$ cat src/design/hces_params.svh
// Purpose: Named constants of the command checker
// Assumes: Included by the package and by every design module
// Notes: Offsets are AHB byte addresses, low eight address bits
`ifndef HCES_PARAMS_SVH
`define HCES_PARAMS_SVH
// Register byte offsets
`define HCES_ADDR_PARAM 8'h00
`define HCES_ADDR_CMD 8'h04
`define HCES_ADDR_RET 8'h08
`define HCES_ADDR_ERR 8'h0c
`define HCES_ADDR_IRQ_STS 8'h10
`define HCES_ADDR_IRQ_MASK 8'h14
`define HCES_ADDR_SEL 8'h18
`define HCES_ADDR_RDBK 8'h1c
`define HCES_ADDR_STATE 8'h20
`define HCES_DEC 7:0
`define HCES_HSIZE_WORD 3'h2
// Command word fields
`define HCES_CMD_OP 7:0
`define HCES_CMD_AXIS 9:8
`define HCES_SEL_AXIS 1:0
`define HCES_SEL_KIND 3:2
`define HCES_UPD_MASK 3:0
`define HCES_MODE_FIELD 1:0
// Command opcodes
`define HCES_OP_TGT_POS 8'h01
`define HCES_OP_VEL 8'h02
`define HCES_OP_ACC 8'h03
`define HCES_OP_ACT_POS 8'h04
`define HCES_OP_JERK 8'h05
`define HCES_OP_GAIN 8'h06
`define HCES_OP_LIMIT 8'h07
`define HCES_OP_MULTI_UPD 8'h08
`define HCES_OP_DRV_CLR 8'h09
`define HCES_OP_INTR 8'h0a
`define HCES_OP_MODE 8'h0b
`define HCES_OP_IDX_CAPT 8'h0c
`define HCES_OP_HOME_CAPT 8'h0d
// Error flag positions, bit 5 reserved
`define HCES_ERR_OVF 0
`define HCES_ERR_ILL 1
`define HCES_ERR_MASK 2
`define HCES_ERR_DRV 3
`define HCES_ERR_INT 4
`define HCES_ERR_MODE 6
`define HCES_ERR_CAPT 7
`define HCES_ERR_USED 16'h00df
`define HCES_ERR_RESET 16'h0000
// Value limits by magnitude
`define HCES_POS_MAX 32'h3fffffff
`define HCES_VEL_MAX 32'h00ffffff
`define HCES_ACC_MAX 32'h00ffffff
// Parameter kinds, work mode, interrupt bits, resets
`define HCES_KIND_POS 2'h0
`define HCES_KIND_VEL 2'h1
`define HCES_KIND_ACC 2'h2
`define HCES_KIND_JERK 2'h3
`define HCES_MODE_GEAR 2'h3
`define HCES_MODE_RESET 2'h0
`define HCES_IRQ_REJECT 0
`define HCES_IRQ_ACCEPT 1
`define HCES_WORD_RESET 32'h00000000
`define HCES_RET_REJECT 1'b1
`define HCES_RET_OK 1'b0
`endif

$ cat src/design/hces_pkg.sv
// Purpose: Types shared by the command checker modules
// Assumes: Constants come from the params header
// Notes: Opcode values live in the header
package hces_pkg;
  `include "hces_params.svh"

  typedef enum logic [7:0] {
    OP_NONE = 8'h00,
    OP_TGT_POS = `HCES_OP_TGT_POS,
    OP_VEL = `HCES_OP_VEL,
    OP_ACC = `HCES_OP_ACC,
    OP_ACT_POS = `HCES_OP_ACT_POS,
    OP_JERK = `HCES_OP_JERK,
    OP_GAIN = `HCES_OP_GAIN,
    OP_LIMIT = `HCES_OP_LIMIT,
    OP_MULTI_UPD = `HCES_OP_MULTI_UPD,
    OP_DRV_CLR = `HCES_OP_DRV_CLR,
    OP_INTR = `HCES_OP_INTR,
    OP_MODE = `HCES_OP_MODE,
    OP_IDX_CAPT = `HCES_OP_IDX_CAPT,
    OP_HOME_CAPT = `HCES_OP_HOME_CAPT
  } hces_op_t;

  typedef struct packed {
    logic [7:0] op;
    logic [1:0] axis;
    logic [31:0] value;
  } hces_cmd_t;

  typedef struct packed {
    logic [3:0] moving;
    logic [3:0] servo_on;
    logic [3:0] capt_done;
    logic evt_pending;
  } hces_motion_t;

  typedef struct packed {
    logic valid;
    hces_cmd_t cmd;
  } hces_issue_t;

  typedef enum logic [1:0] {
    ST_IDLE = 2'b00,
    ST_JUDGE = 2'b01,
    ST_COMMIT = 2'b11
  } hces_state_t;
endpackage

$ cat src/design/hces_top.sv
// Purpose: Host command checker with error cause register
// Assumes: Motion state inputs come from logic on core_clk
// Notes: AHB-Lite slave, zero wait states, always OKAY
//
// Local design decisions: the address map and register access over AHB-Lite.
`timescale 1ns/1ps
`include "hces_params.svh"
module hces_top (
  // Clock and reset
  input logic core_clk,
  input logic rst_b,
  // AHB-Lite slave
  input logic hsel,
  input logic [31:0] haddr,
  input logic [1:0] htrans,
  input logic hwrite,
  input logic [2:0] hsize,
  input logic [31:0] hwdata,
  input logic hready,
  output logic hreadyout,
  output logic hresp,
  output logic [31:0] hrdata,
  // Motion side state
  input hces_pkg::hces_motion_t motion,
  input logic [3:0] capt_taken,
  // Accepted commands toward the axes
  output hces_pkg::hces_issue_t issue,
  output logic [7:0] work_modes,
  // Interrupt
  output logic irq
);
  import hces_pkg::*;

  logic rst_meta;
  logic rst_sync_b;
  logic bus_take;
  logic wr_pend;
  logic [7:0] wr_addr;
  logic [31:0] param_reg;
  logic [3:0] reg_sel;
  logic [1:0] irq_mask;
  logic [1:0] irq_sts;
  logic [1:0] irq_set;
  hces_state_t state;
  hces_state_t next_state;
  hces_cmd_t cur_cmd;
  logic [15:0] judge_err;
  logic [15:0] verdict_err;
  logic [15:0] err_sts;
  logic [15:0] err_set;
  logic ret_code;
  logic [3:0] armed;
  logic [3:0] arm_set;
  logic [3:0] gear;
  logic [1:0] work_mode [4];
  logic [31:0] param_tab [4][4];
  logic cmd_wr;
  logic commit;
  logic accept;
  logic busy_view;
  logic [31:0] next_rdata;

  // Reset release through two flops
  always_ff @(posedge core_clk or negedge rst_b) begin
    if (!rst_b) begin
      rst_meta <= 1'b0;
      rst_sync_b <= 1'b0;
    end else begin
      rst_meta <= 1'b1;
      rst_sync_b <= rst_meta;
    end
  end

  // Address phase match for a read
  function automatic logic rd_hit(input logic [7:0] off);
    return bus_take && !hwrite && (haddr[`HCES_DEC] == off);
  endfunction

  // Data phase match for a write
  function automatic logic wr_hit(input logic [7:0] off);
    return wr_pend && (wr_addr == off);
  endfunction

  // Never stalls, so the slave is always ready
  assign hreadyout = 1'b1;
  assign hresp = 1'b0;
  // Only whole words are taken; other sizes are ignored
  assign bus_take = hsel && htrans[1] && hready && (hsize == `HCES_HSIZE_WORD);

  // Write address held for the data phase
  always_ff @(posedge core_clk or negedge rst_sync_b) begin
    if (!rst_sync_b) begin
      wr_pend <= 1'b0;
      wr_addr <= 8'h00;
    end else begin
      wr_pend <= bus_take && hwrite;
      wr_addr <= haddr[`HCES_DEC];
    end
  end

  // Parameter staging register
  always_ff @(posedge core_clk or negedge rst_sync_b) begin
    if (!rst_sync_b) begin
      param_reg <= `HCES_WORD_RESET;
    end else if (wr_hit(`HCES_ADDR_PARAM)) begin
      param_reg <= hwdata;
    end
  end

  // Readback selector and interrupt mask
  always_ff @(posedge core_clk or negedge rst_sync_b) begin
    if (!rst_sync_b) begin
      reg_sel <= 4'h0;
      irq_mask <= 2'h0;
    end else begin
      if (wr_hit(`HCES_ADDR_SEL)) begin
        reg_sel <= hwdata[3:0];
      end
      if (wr_hit(`HCES_ADDR_IRQ_MASK)) begin
        irq_mask <= hwdata[1:0];
      end
    end
  end

  // A command written while one is in flight is dropped
  assign cmd_wr = wr_pend && (wr_addr == `HCES_ADDR_CMD) && (state == ST_IDLE);
  assign commit = state == ST_COMMIT;
  assign accept = commit && (verdict_err == `HCES_ERR_RESET);

  // Command sequencer
  always_comb begin
    next_state = state;
    case (state)
      ST_IDLE: begin
        if (cmd_wr) begin
          next_state = ST_JUDGE;
        end
      end
      ST_JUDGE: begin
        next_state = ST_COMMIT;
      end
      ST_COMMIT: begin
        next_state = ST_IDLE;
      end
      default: begin
        next_state = ST_IDLE;
      end
    endcase
  end

  always_ff @(posedge core_clk or negedge rst_sync_b) begin
    if (!rst_sync_b) begin
      state <= ST_IDLE;
    end else begin
      state <= next_state;
    end
  end

  // Command latched with the staged parameter
  always_ff @(posedge core_clk or negedge rst_sync_b) begin
    if (!rst_sync_b) begin
      cur_cmd <= '0;
    end else if (cmd_wr) begin
      cur_cmd.op <= hwdata[`HCES_CMD_OP];
      cur_cmd.axis <= hwdata[`HCES_CMD_AXIS];
      cur_cmd.value <= param_reg;
    end
  end

  // Gear mode flags per axis
  always_comb begin
    for (int i = 0; i < 4; i++) begin
      gear[i] = work_mode[i] == `HCES_MODE_GEAR;
    end
  end

  hces_judge u_judge (
    .cmd(cur_cmd),
    .motion(motion),
    .armed(armed),
    .gear(gear),
    .err(judge_err)
  );

  // Verdict held one cycle so the check and the commit are split
  always_ff @(posedge core_clk or negedge rst_sync_b) begin
    if (!rst_sync_b) begin
      verdict_err <= `HCES_ERR_RESET;
    end else if (state == ST_JUDGE) begin
      verdict_err <= judge_err & `HCES_ERR_USED;
    end
  end

  // Return code of the last command
  always_ff @(posedge core_clk or negedge rst_sync_b) begin
    if (!rst_sync_b) begin
      ret_code <= `HCES_RET_OK;
    end else if (commit) begin
      ret_code <= accept ? `HCES_RET_OK : `HCES_RET_REJECT;
    end
  end

  // Sticky causes; a new cause beats the clearing read
  assign err_set = commit ? verdict_err : `HCES_ERR_RESET;

  always_ff @(posedge core_clk or negedge rst_sync_b) begin
    if (!rst_sync_b) begin
      err_sts <= `HCES_ERR_RESET;
    end else if (rd_hit(`HCES_ADDR_ERR)) begin
      err_sts <= err_set;
    end else begin
      err_sts <= err_sts | err_set;
    end
  end

  // Stored parameters move only on acceptance
  always_ff @(posedge core_clk or negedge rst_sync_b) begin
    if (!rst_sync_b) begin
      for (int a = 0; a < 4; a++) begin
        for (int k = 0; k < 4; k++) begin
          param_tab[a][k] <= `HCES_WORD_RESET;
        end
      end
    end else if (accept) begin
      case (cur_cmd.op)
        `HCES_OP_TGT_POS: begin
          param_tab[cur_cmd.axis][`HCES_KIND_POS] <= cur_cmd.value;
        end
        `HCES_OP_VEL: begin
          param_tab[cur_cmd.axis][`HCES_KIND_VEL] <= cur_cmd.value;
        end
        `HCES_OP_ACC: begin
          param_tab[cur_cmd.axis][`HCES_KIND_ACC] <= cur_cmd.value;
        end
        `HCES_OP_JERK: begin
          param_tab[cur_cmd.axis][`HCES_KIND_JERK] <= cur_cmd.value;
        end
        default: begin
        end
      endcase
    end
  end

  // Work mode per axis
  always_ff @(posedge core_clk or negedge rst_sync_b) begin
    if (!rst_sync_b) begin
      for (int a = 0; a < 4; a++) begin
        work_mode[a] <= `HCES_MODE_RESET;
      end
    end else if (accept && (cur_cmd.op == `HCES_OP_MODE)) begin
      work_mode[cur_cmd.axis] <= cur_cmd.value[`HCES_MODE_FIELD];
    end
  end

  always_comb begin
    for (int a = 0; a < 4; a++) begin
      work_modes[a*2 +: 2] = work_mode[a];
    end
  end

  // Capture armed until the axis reports the capture
  always_comb begin
    arm_set = 4'h0;
    if (accept && ((cur_cmd.op == `HCES_OP_IDX_CAPT) ||
        (cur_cmd.op == `HCES_OP_HOME_CAPT))) begin
      arm_set[cur_cmd.axis] = 1'b1;
    end
  end

  always_ff @(posedge core_clk or negedge rst_sync_b) begin
    if (!rst_sync_b) begin
      armed <= 4'h0;
    end else begin
      armed <= (armed & ~capt_taken) | arm_set;
    end
  end

  // Accepted command handed to the axes for one cycle
  always_ff @(posedge core_clk or negedge rst_sync_b) begin
    if (!rst_sync_b) begin
      issue <= '0;
    end else begin
      issue.valid <= accept;
      issue.cmd <= cur_cmd;
    end
  end

  // Interrupt events: rejection and acceptance
  always_comb begin
    irq_set = 2'h0;
    irq_set[`HCES_IRQ_REJECT] = commit && !accept;
    irq_set[`HCES_IRQ_ACCEPT] = accept;
  end

  always_ff @(posedge core_clk or negedge rst_sync_b) begin
    if (!rst_sync_b) begin
      irq_sts <= 2'h0;
    end else if (rd_hit(`HCES_ADDR_IRQ_STS)) begin
      irq_sts <= irq_set;
    end else begin
      irq_sts <= irq_sts | irq_set;
    end
  end

  always_ff @(posedge core_clk or negedge rst_sync_b) begin
    if (!rst_sync_b) begin
      irq <= 1'b0;
    end else begin
      irq <= |(irq_sts & irq_mask);
    end
  end

  // Busy also covers a command write in this very cycle
  assign busy_view = (state != ST_IDLE) || (wr_pend && (wr_addr == `HCES_ADDR_CMD));

  // Read mux, sampled in the address phase
  always_comb begin
    next_rdata = `HCES_WORD_RESET;
    case (haddr[`HCES_DEC])
      `HCES_ADDR_PARAM: begin
        next_rdata = param_reg;
      end
      `HCES_ADDR_RET: begin
        next_rdata = {30'h00000000, busy_view, ret_code};
      end
      `HCES_ADDR_ERR: begin
        next_rdata = {16'h0000, err_sts & `HCES_ERR_USED};
      end
      `HCES_ADDR_IRQ_STS: begin
        next_rdata = {30'h00000000, irq_sts};
      end
      `HCES_ADDR_IRQ_MASK: begin
        next_rdata = {30'h00000000, irq_mask};
      end
      `HCES_ADDR_SEL: begin
        next_rdata = {28'h0000000, reg_sel};
      end
      `HCES_ADDR_RDBK: begin
        next_rdata = param_tab[reg_sel[`HCES_SEL_AXIS]][reg_sel[`HCES_SEL_KIND]];
      end
      `HCES_ADDR_STATE: begin
        next_rdata = {18'h00000, work_modes, armed, state};
      end
      default: begin
        next_rdata = `HCES_WORD_RESET;
      end
    endcase
  end

  // Read data from a flop, stands for the data phase
  always_ff @(posedge core_clk or negedge rst_sync_b) begin
    if (!rst_sync_b) begin
      hrdata <= `HCES_WORD_RESET;
    end else if (bus_take && !hwrite) begin
      hrdata <= next_rdata;
    end
  end
endmodule

$ cat src/design/hces_judge.sv
// Purpose: Classifies one command into error causes
// Assumes: Motion state and axis flags are on the core clock
// Notes: Purely combinational; an empty result means legal
`timescale 1ns/1ps
`include "hces_params.svh"
module hces_judge (
  // Command under test
  input hces_pkg::hces_cmd_t cmd,
  // Axis state
  input hces_pkg::hces_motion_t motion,
  input logic [3:0] armed,
  input logic [3:0] gear,
  // Verdict
  output logic [15:0] err
);
  import hces_pkg::*;

  // Two's complement magnitude against a limit
  function automatic logic over(input logic [31:0] v, input logic [31:0] lim);
    logic [31:0] mag;
    mag = v[31] ? (~v + 32'h00000001) : v;
    return mag > lim;
  endfunction

  always_comb begin
    logic [1:0] ax;
    ax = cmd.axis;
    err = `HCES_ERR_RESET;
    case (cmd.op)
      `HCES_OP_TGT_POS, `HCES_OP_ACT_POS: begin
        err[`HCES_ERR_OVF] = over(cmd.value, `HCES_POS_MAX);
      end
      `HCES_OP_VEL: begin
        err[`HCES_ERR_OVF] = over(cmd.value, `HCES_VEL_MAX);
        err[`HCES_ERR_ILL] = cmd.value[31];
      end
      `HCES_OP_ACC: begin
        err[`HCES_ERR_OVF] = over(cmd.value, `HCES_ACC_MAX);
        err[`HCES_ERR_ILL] = cmd.value[31];
      end
      `HCES_OP_JERK, `HCES_OP_GAIN, `HCES_OP_LIMIT: begin
        err[`HCES_ERR_ILL] = cmd.value[31];
      end
      `HCES_OP_MULTI_UPD: begin
        err[`HCES_ERR_MASK] = cmd.value[`HCES_UPD_MASK] == 4'h0;
      end
      `HCES_OP_DRV_CLR: begin
        err[`HCES_ERR_DRV] = motion.servo_on[ax];
      end
      `HCES_OP_INTR: begin
        err[`HCES_ERR_INT] = !motion.evt_pending;
      end
      `HCES_OP_MODE: begin
        // Gear mode axes may switch while moving
        err[`HCES_ERR_MODE] = motion.moving[ax] && !gear[ax];
      end
      `HCES_OP_IDX_CAPT, `HCES_OP_HOME_CAPT: begin
        err[`HCES_ERR_CAPT] = motion.capt_done[ax] || armed[ax];
      end
      default: begin
        err = `HCES_ERR_RESET;
      end
    endcase
  end
endmodule

$ cat config.mk
export PLATFORM = sky130hd
export DESIGN_NAME = hces_top
export DESIGN_NICKNAME = d
export VERILOG_FILES = /design/src/design/hces_pkg.sv /design/src/design/hces_top.sv /design/src/design/hces_judge.sv
export VERILOG_INCLUDE_DIRS = /design/src /design/src/design
export SDC_FILE = /design/constraint.sdc
export NUM_CORES = 1
export LEC_CHECK = 0
export BUFFER_PORTS_ARGS = -buffer_cell sky130_fd_sc_hd__buf_2
export CAP_MARGIN = 0
export CORE_ASPECT_RATIO = 0.9
export CORE_MARGIN = 5
export CORE_UTILIZATION = 31
export CTS_CLUSTER_DIAMETER = 40
export DETAILED_ROUTE_END_ITERATION = 16
export HOLD_SLACK_MARGIN = 0.05
export PLACE_DENSITY = 0.54
export SYNTH_ARGS = -nofsm -noshare
export SYNTH_HDL_FRONTEND = slang
export SYNTH_SLANG_ARGS = --single-unit
$ cat constraint.sdc
create_clock -name core_clk -period 23.7 [get_ports core_clk]
set_input_delay 1.185 -clock core_clk [delete_from_list [all_inputs] [get_ports core_clk]]
set_output_delay 1.185 -clock core_clk [all_outputs]
set_load 0.02 [all_outputs]
After elaboration in Yosys (flattened, before gate mapping)
Cells that the tools add are included.

cells by class
  add/subtract/negate cells = 1
  $lt $le $gt $ge = 8
  eq/ne operators = 31
  muxes and demuxes = 50
  bitwise gates (word level) = 10
  reduce and logical (&&, ||, !) cells = 39

operators by type and width
  operator                                              count
  bitwise mux 512 bit                                   4
  case mux 512 bit (4 select lines)                     1
  demux 128 bit (select 2 bit)                          4
  2-to-1 mux 128 bit                                    3
  binary-select mux 128 bit (select 2 bit)              1
  case mux 32 bit (8 select lines)                      1
  2-to-1 mux 32 bit                                     4
  2-to-1 mux 96 bit                                     1
  binary-select mux 32 bit (select 2 bit)               1
  == test 8 x 4 -> 1 bit, second input constant         8
  2-to-1 mux 64 bit                                     1
  == test 8 x 5 -> 1 bit, second input constant         6
  == test 8 x 3 -> 1 bit, second input constant         5
  adder 32 x 1 -> 32 bit, second input constant         1
  > comparator 32 x 24 -> 1 bit, second input constant  1
  > comparator 32 x 30 -> 1 bit, second input constant  1
  NOT 32 bit                                            1
  logical AND 1 bit                                     19
  == test 8 x 2 -> 1 bit, second input constant         2
  zero test 16 bit                                      1
  zero test 8 bit                                       2
  2-to-1 mux 16 bit                                     1
  OR 16 x 8 -> 16 bit                                   1
  2-to-1 mux 1 bit                                      13
  34 further kinds                                      56

storage, ports and cells
  register bits = 719
  input port bits = 91
  output and inout port bits = 86
  logic and storage cells = 181

Longest topological paths before layout
  depth in word-level cells = 8
  mapped depth = 10
  mapped depth without buffers = 8

Modules after synthesis
From an unflattened synthesis, not the netlist that was laid out.

unflattened totals
  cell total of the unflattened synthesis = 2,028
  area total of the unflattened synthesis = 30,788.3 um^2

modules (own cells, without submodules)
  module      instances  cells an instance  area an instance (um^2)  seq. area each (um^2)
  hces_top    1          1,942              30,232.7                 17,767.0
  hces_judge  1          86                 555.5                    0.0

Worst setup path before layout
Ideal clock, no wire load.

  path type = in2reg
  start = input haddr[2]
  end = register hrdata[0]
  arrival = 2.888 ns
  path slack = 20.726 ns
  cell stages on the path = 7
  cells stage by stage = buf_2 -> or4_1 -> or4_1 -> buf_6 -> a31o_4 -> or2_0 -> o221ai_2

on the way
  word-level cells in the longest chain between the ends = 2

ends and longest elaborated chain
  element                                         line             RTL
  from (decl)                                     hces_top.sv:14   input logic [31:0] haddr,
  == test 8 x 6 -> 1 bit (tied with other cells)  hces_top.sv:319  case (haddr[`HCES_DEC])
  case mux 32 bit (8 select lines) (*)            hces_top.sv:319
  to (signal assigned)                            hces_top.sv:353  hrdata <= `HCES_WORD_RESET;
  to (signal assigned)                            hces_top.sv:355  hrdata <= next_rdata;
  to (decl)                                       hces_top.sv:22   output logic [31:0] hrdata,

Every way passes the cells marked *; elsewhere a longest branch is shown, timed or not.
A chain may end at the register's enable or synchronous reset.

Worst setup path in the final report
  start = register reg_sel[1]
  end = register hrdata[18]

on the way
  word-level cells in the longest chain between the ends = 8

ends and longest elaborated chain
  element                                   line             RTL
  from (decl)                               hces_top.sv:40   logic [3:0] reg_sel;
  from (signal assigned)                    hces_top.sv:117  reg_sel <= hwdata[3:0];
  NOT 2 -> 3 bit                            hces_top.sv:339  next_rdata = param_tab[reg_sel[`HCES_SEL_AXIS]][reg_sel[`HCES_SEL_KIND]];
  binary-select mux 128 bit (select 2 bit)  hces_top.sv:339
  2-to-1 mux 128 bit (2 in a row)           hces_top.sv:339
  binary-select mux 32 bit (select 2 bit)   hces_top.sv:339
  2-to-1 mux 32 bit (2 in a row)            hces_top.sv:339
  case mux 32 bit (8 select lines)          hces_top.sv:319

Every way passes these cells. The select of a mux whose other input is x is not followed.

==> flow_metrics.py <==
metrics = {
    "critical_path": {
        "cp-start-kind": "flip-flop",
        "cpMaxStageDelayCell": "dfrtp_4",
        "cp-end-kind": "flip-flop",
        "critPathKind": "flip-flop to flip-flop",
        "crit_chain": "buf_4 -> buf_4 -> mux4_2 -> mux4_2 -> a22oi_1 -> o21ai_0",
        "cp.arrival_ns": 4.48,
        "critical_path_required_ns": 24.20,
        "r2r_setup_slack_ns": 19.72,
        "cp_max_fo": 43,
        "slowest_delay_ns": 0.91,
    },
    "yosys": {
        "syn_area_um2": 31100,
        "synth.distinct_cells": 68,
        "synthArstFlopShare_pct": 100,
        "ys_ff_latch": 710,
        "yosysSeqAreaShare_pct": 57.2,
        "ys_warn_count": 0,
        "synth_top_area_cell": "dfrtp_1",
        "synth-edff-count": 0,
        "synth_top_area_share_pct": 57.2,
        "yosys_most_used_dff": "dfrtp_1",
        "avgSynthCellArea_um2": 15.8,
        "synthTopCellsByArea": "dfrtp_1 57%, mux2_2 21%, mux4_2 12%",
        "syn-instance-count": 1970,
    },
    "clock_tree": {
        "cts_tree": "done",
        "cts_setup_buffers": 0,
        "cts.repair.resized": 0,
        "holdBufCountCts": 0,
        "cts.clk_slew.worst_paths_ns": 0.06,
        "clockBufferDepth": 3,
        "clk_latency_ns": 0.66,
        "clock-sinks": 710,
        "root_buffer": "clkbuf_16",
        "cts-htree-levels": 3,
        "cts_made_buffers": 112,
    },
    "timing": {
        "relSlewSlack_pct": 14.2,
        "clock-skew-final_ns": 0.0198,
        "hold_viol_final": 0,
        "setup_viol": 0,
        "setup_ws_ns": 19.72,
        "worstMarginPinSlew_ns": 1.27,
        "fin_crit_ns": 3.98,
        "tns_ns": 0,
        "max_freq_mhz": 251,
        "slew_viol_final": 0,
        "min_period_over_period_pct": 16.8,
        "rsz0062_at_grt": "false",
    },
    "grt": {
        "grt.total_usage_pct": 15.8,
        "grt_pass1_vias": 19500,
        "antenna_found_initial": 3,
        "grt_max_degree": 173,
        "grt_pass1_wl_um": 128000,
        "gr-total-overflow": 0,
    },
    "power_and_ir_drop": {
        "vdd_drop_max_mv": 0.0594,
        "p_leak_nw": 17.2,
        "total_power_mw": 2.95,
        "power_density_nw_per_um2": 79.9,
    },
    "floorplanning": {
        "dieWidth_um": 344,
        "initial_core_util_pct": 31.1,
        "pin_count": 177,
        "die_h_um": 310,
        "core-area_um2": 99800,
        "fp-row-count": 110,
        "die_area_um2": 107000,
    },
    "routing": {
        "first_iter_violations": 1023,
        "avgViaCountPerCell": 5.03,
        "wirelength_um": 83800,
        "routedWlPerCell_um": 23.6,
        "drcViolationCount": 0,
        "vias": 17900,
        "firstDrtPassIters": 5,
        "drtAntennaViolNets": 0,
    },
    "final_layout": {
        "largest_reg_flops": 512,
        "layout-drive-gt1-share_pct": 52.4,
        "regMostFlops": "param_tab",
        "fillCellCount": 9341,
        "fin_nets": 2206,
        "reg.largest.list": "param_tab: 512 flops, issue: 43 flops, cur_cmd: 42 flops",
        "area_delta_synth_final_pct": 18.9,
    },
    "min_path": {
        "min_path_type": "primary input to async pin",
    },
    "placement": {
        "gp_congestion": 0.760,
        "place_ws_ns": 19.69,
        "io_buffers": 149,
        "dp.final_hpwl_um": 47800,
    },
    "outcome": {
        "outcome": "finished, final reports clean",
    },
    "job": {
        "drv_cap": 0,
    },
}
[cell families after synthesis]
family                     count (synthesis)  share of synthesized area (%)
AOI/OAI and AO/OA                        118                           2.56
muxes                                    772                           33.8
DFF                                      710                           57.2
adders and majority gates                  1                         0.0403
and+or+nand+nor                          189                           3.35
other                                      2                         0.0242
xor gates and xnor gates                   1                         0.0282
buffers and inverters                    177                           3.04
[synthesized netlist by cell type, types with 3 or more instances]
cell type,instances
mux2i_1,17
nor2_4,9
and3_1,4
dfrtp_1,710
mux2_1,21
nor2b_1,6
a22o_1,11
a21oi_1,13
a22oi_1,18
buf_2,33
nand2b_1,8
buf_1,6
nand2_1,56
nand3_1,7
nor2_1,43
nor4_1,11
a221oi_1,6
and2_1,3
o22ai_1,5
clkbuf_1,70
nor3_1,8
or4_1,4
inv_1,13
o21ai_0,43
nand4_1,11
buf_4,41
a221o_1,3
mux2_2,572
mux4_2,162
buf_6,11
[power breakdown]
| group | switching (mW) | internal [mW] | leakage, nW |
|---|---|---|---|
| clock | 0.614 | 1.07 | 1.90 |
| sequential | 0.00823 | 1.22 | 9.77 |
| combinational | 0.0331 | 0.0118 | 5.58 |
[metal layers]
metal	global-route usage [%]	up-vias	routed length (um)
li1	-	7627	-
met1	21.5	9770	37100
met3	2.91	109	3880
met4	3.55	0	1340
met2	26.5	374	41400
met5	0	-	0
[critical path, delay by kind of cell (launching register included)]
family / cells / cell delay (ns)
compound gates: 2 / 0.28
buf+inv: 2 / 1.41
flops: 1 / 0.91
mux: 2 / 1.15
[per-stage QoR]
| stage | cell area, um2 | hold slack (ns) | std cells | utilization, % |
|---|---|---|---|---|
| floorplan | 31100 | 0.331 | 1971 | - |
| global placement | 33000 | 0.333 | 3344 | 33.1 |
| detailed placement | 33000 | 0.338 | 3344 | 33.1 |
| CTS | 37000 | 0.274 | 3554 | 37.0 |
| global route | 37000 | 0.290 | 3554 | 37.0 |
| finish | 37000 | 0.318 | 3555 | 37.0 |
[area by class of cell]
class	instances	area (um2)	share of cell area, %
antenna	1	2.50	0.00677
clock buffer	136	3050	8.24
clock inverter	74	892	2.41
inverter	14	52.6	0.142
multi-input combinational	1084	12400	33.6
sequential	710	17800	48.1
tap	1344	1680	4.55
timing repair buffer	192	1080	2.92
[placed cells by master, fill, tap and decap left out, drive strengths merged, types with 2 or more instances in the layout]
cell type | synthesis | routed
nor2b | 6 | 6
o21ai | 44 | 44
nand4b | 3 | 3
nand2b | 8 | 8
a21oi | 13 | 13
or3 | 2 | 2
a221o | 3 | 3
conb | 2 | 3
mux4 | 162 | 162
a221oi | 6 | 6
a22oi | 18 | 18
o2111ai | 2 | 2
a22o | 11 | 11
o22ai | 5 | 5
buf | 91 | 192
nor2 | 54 | 54
clkinvlp | 0 | 15
a211oi | 2 | 2
o221ai | 2 | 2
o32a | 2 | 2
nand3 | 9 | 9
clkbuf | 72 | 136
nand4 | 11 | 11
or4 | 5 | 5
and3 | 4 | 4
mux2 | 593 | 593
nor3 | 8 | 8
dfrtp | 710 | 710
bufinv | 0 | 13
clkinv | 0 | 28
nand2 | 56 | 56
inv | 14 | 32
nor4 | 11 | 11
or2 | 2 | 2
mux2i | 17 | 17
and2 | 4 | 4
[path summary, 6_finish.rpt]
path                                         from                         end  depth (start not counted)
min in group core_clk          rst_meta$_DFF_PN0_        rst_sync_b$_DFF_PN0_                          0
max in group asynchronous    rst_sync_b$_DFF_PN0_  param_tab[404]$_DFFE_PN0P_                          2
hold / removal                              rst_b          rst_meta$_DFF_PN0_                          1
hold reg to reg                rst_meta$_DFF_PN0_        rst_sync_b$_DFF_PN0_                          0
setup reg to reg           reg_sel[1]$_DFFE_PN0P_      hrdata[18]$_DFFE_PN0P_                          6
setup / recovery           reg_sel[1]$_DFFE_PN0P_      hrdata[18]$_DFFE_PN0P_                          6
No activity file was read; power rests on OpenSTA's default activity.
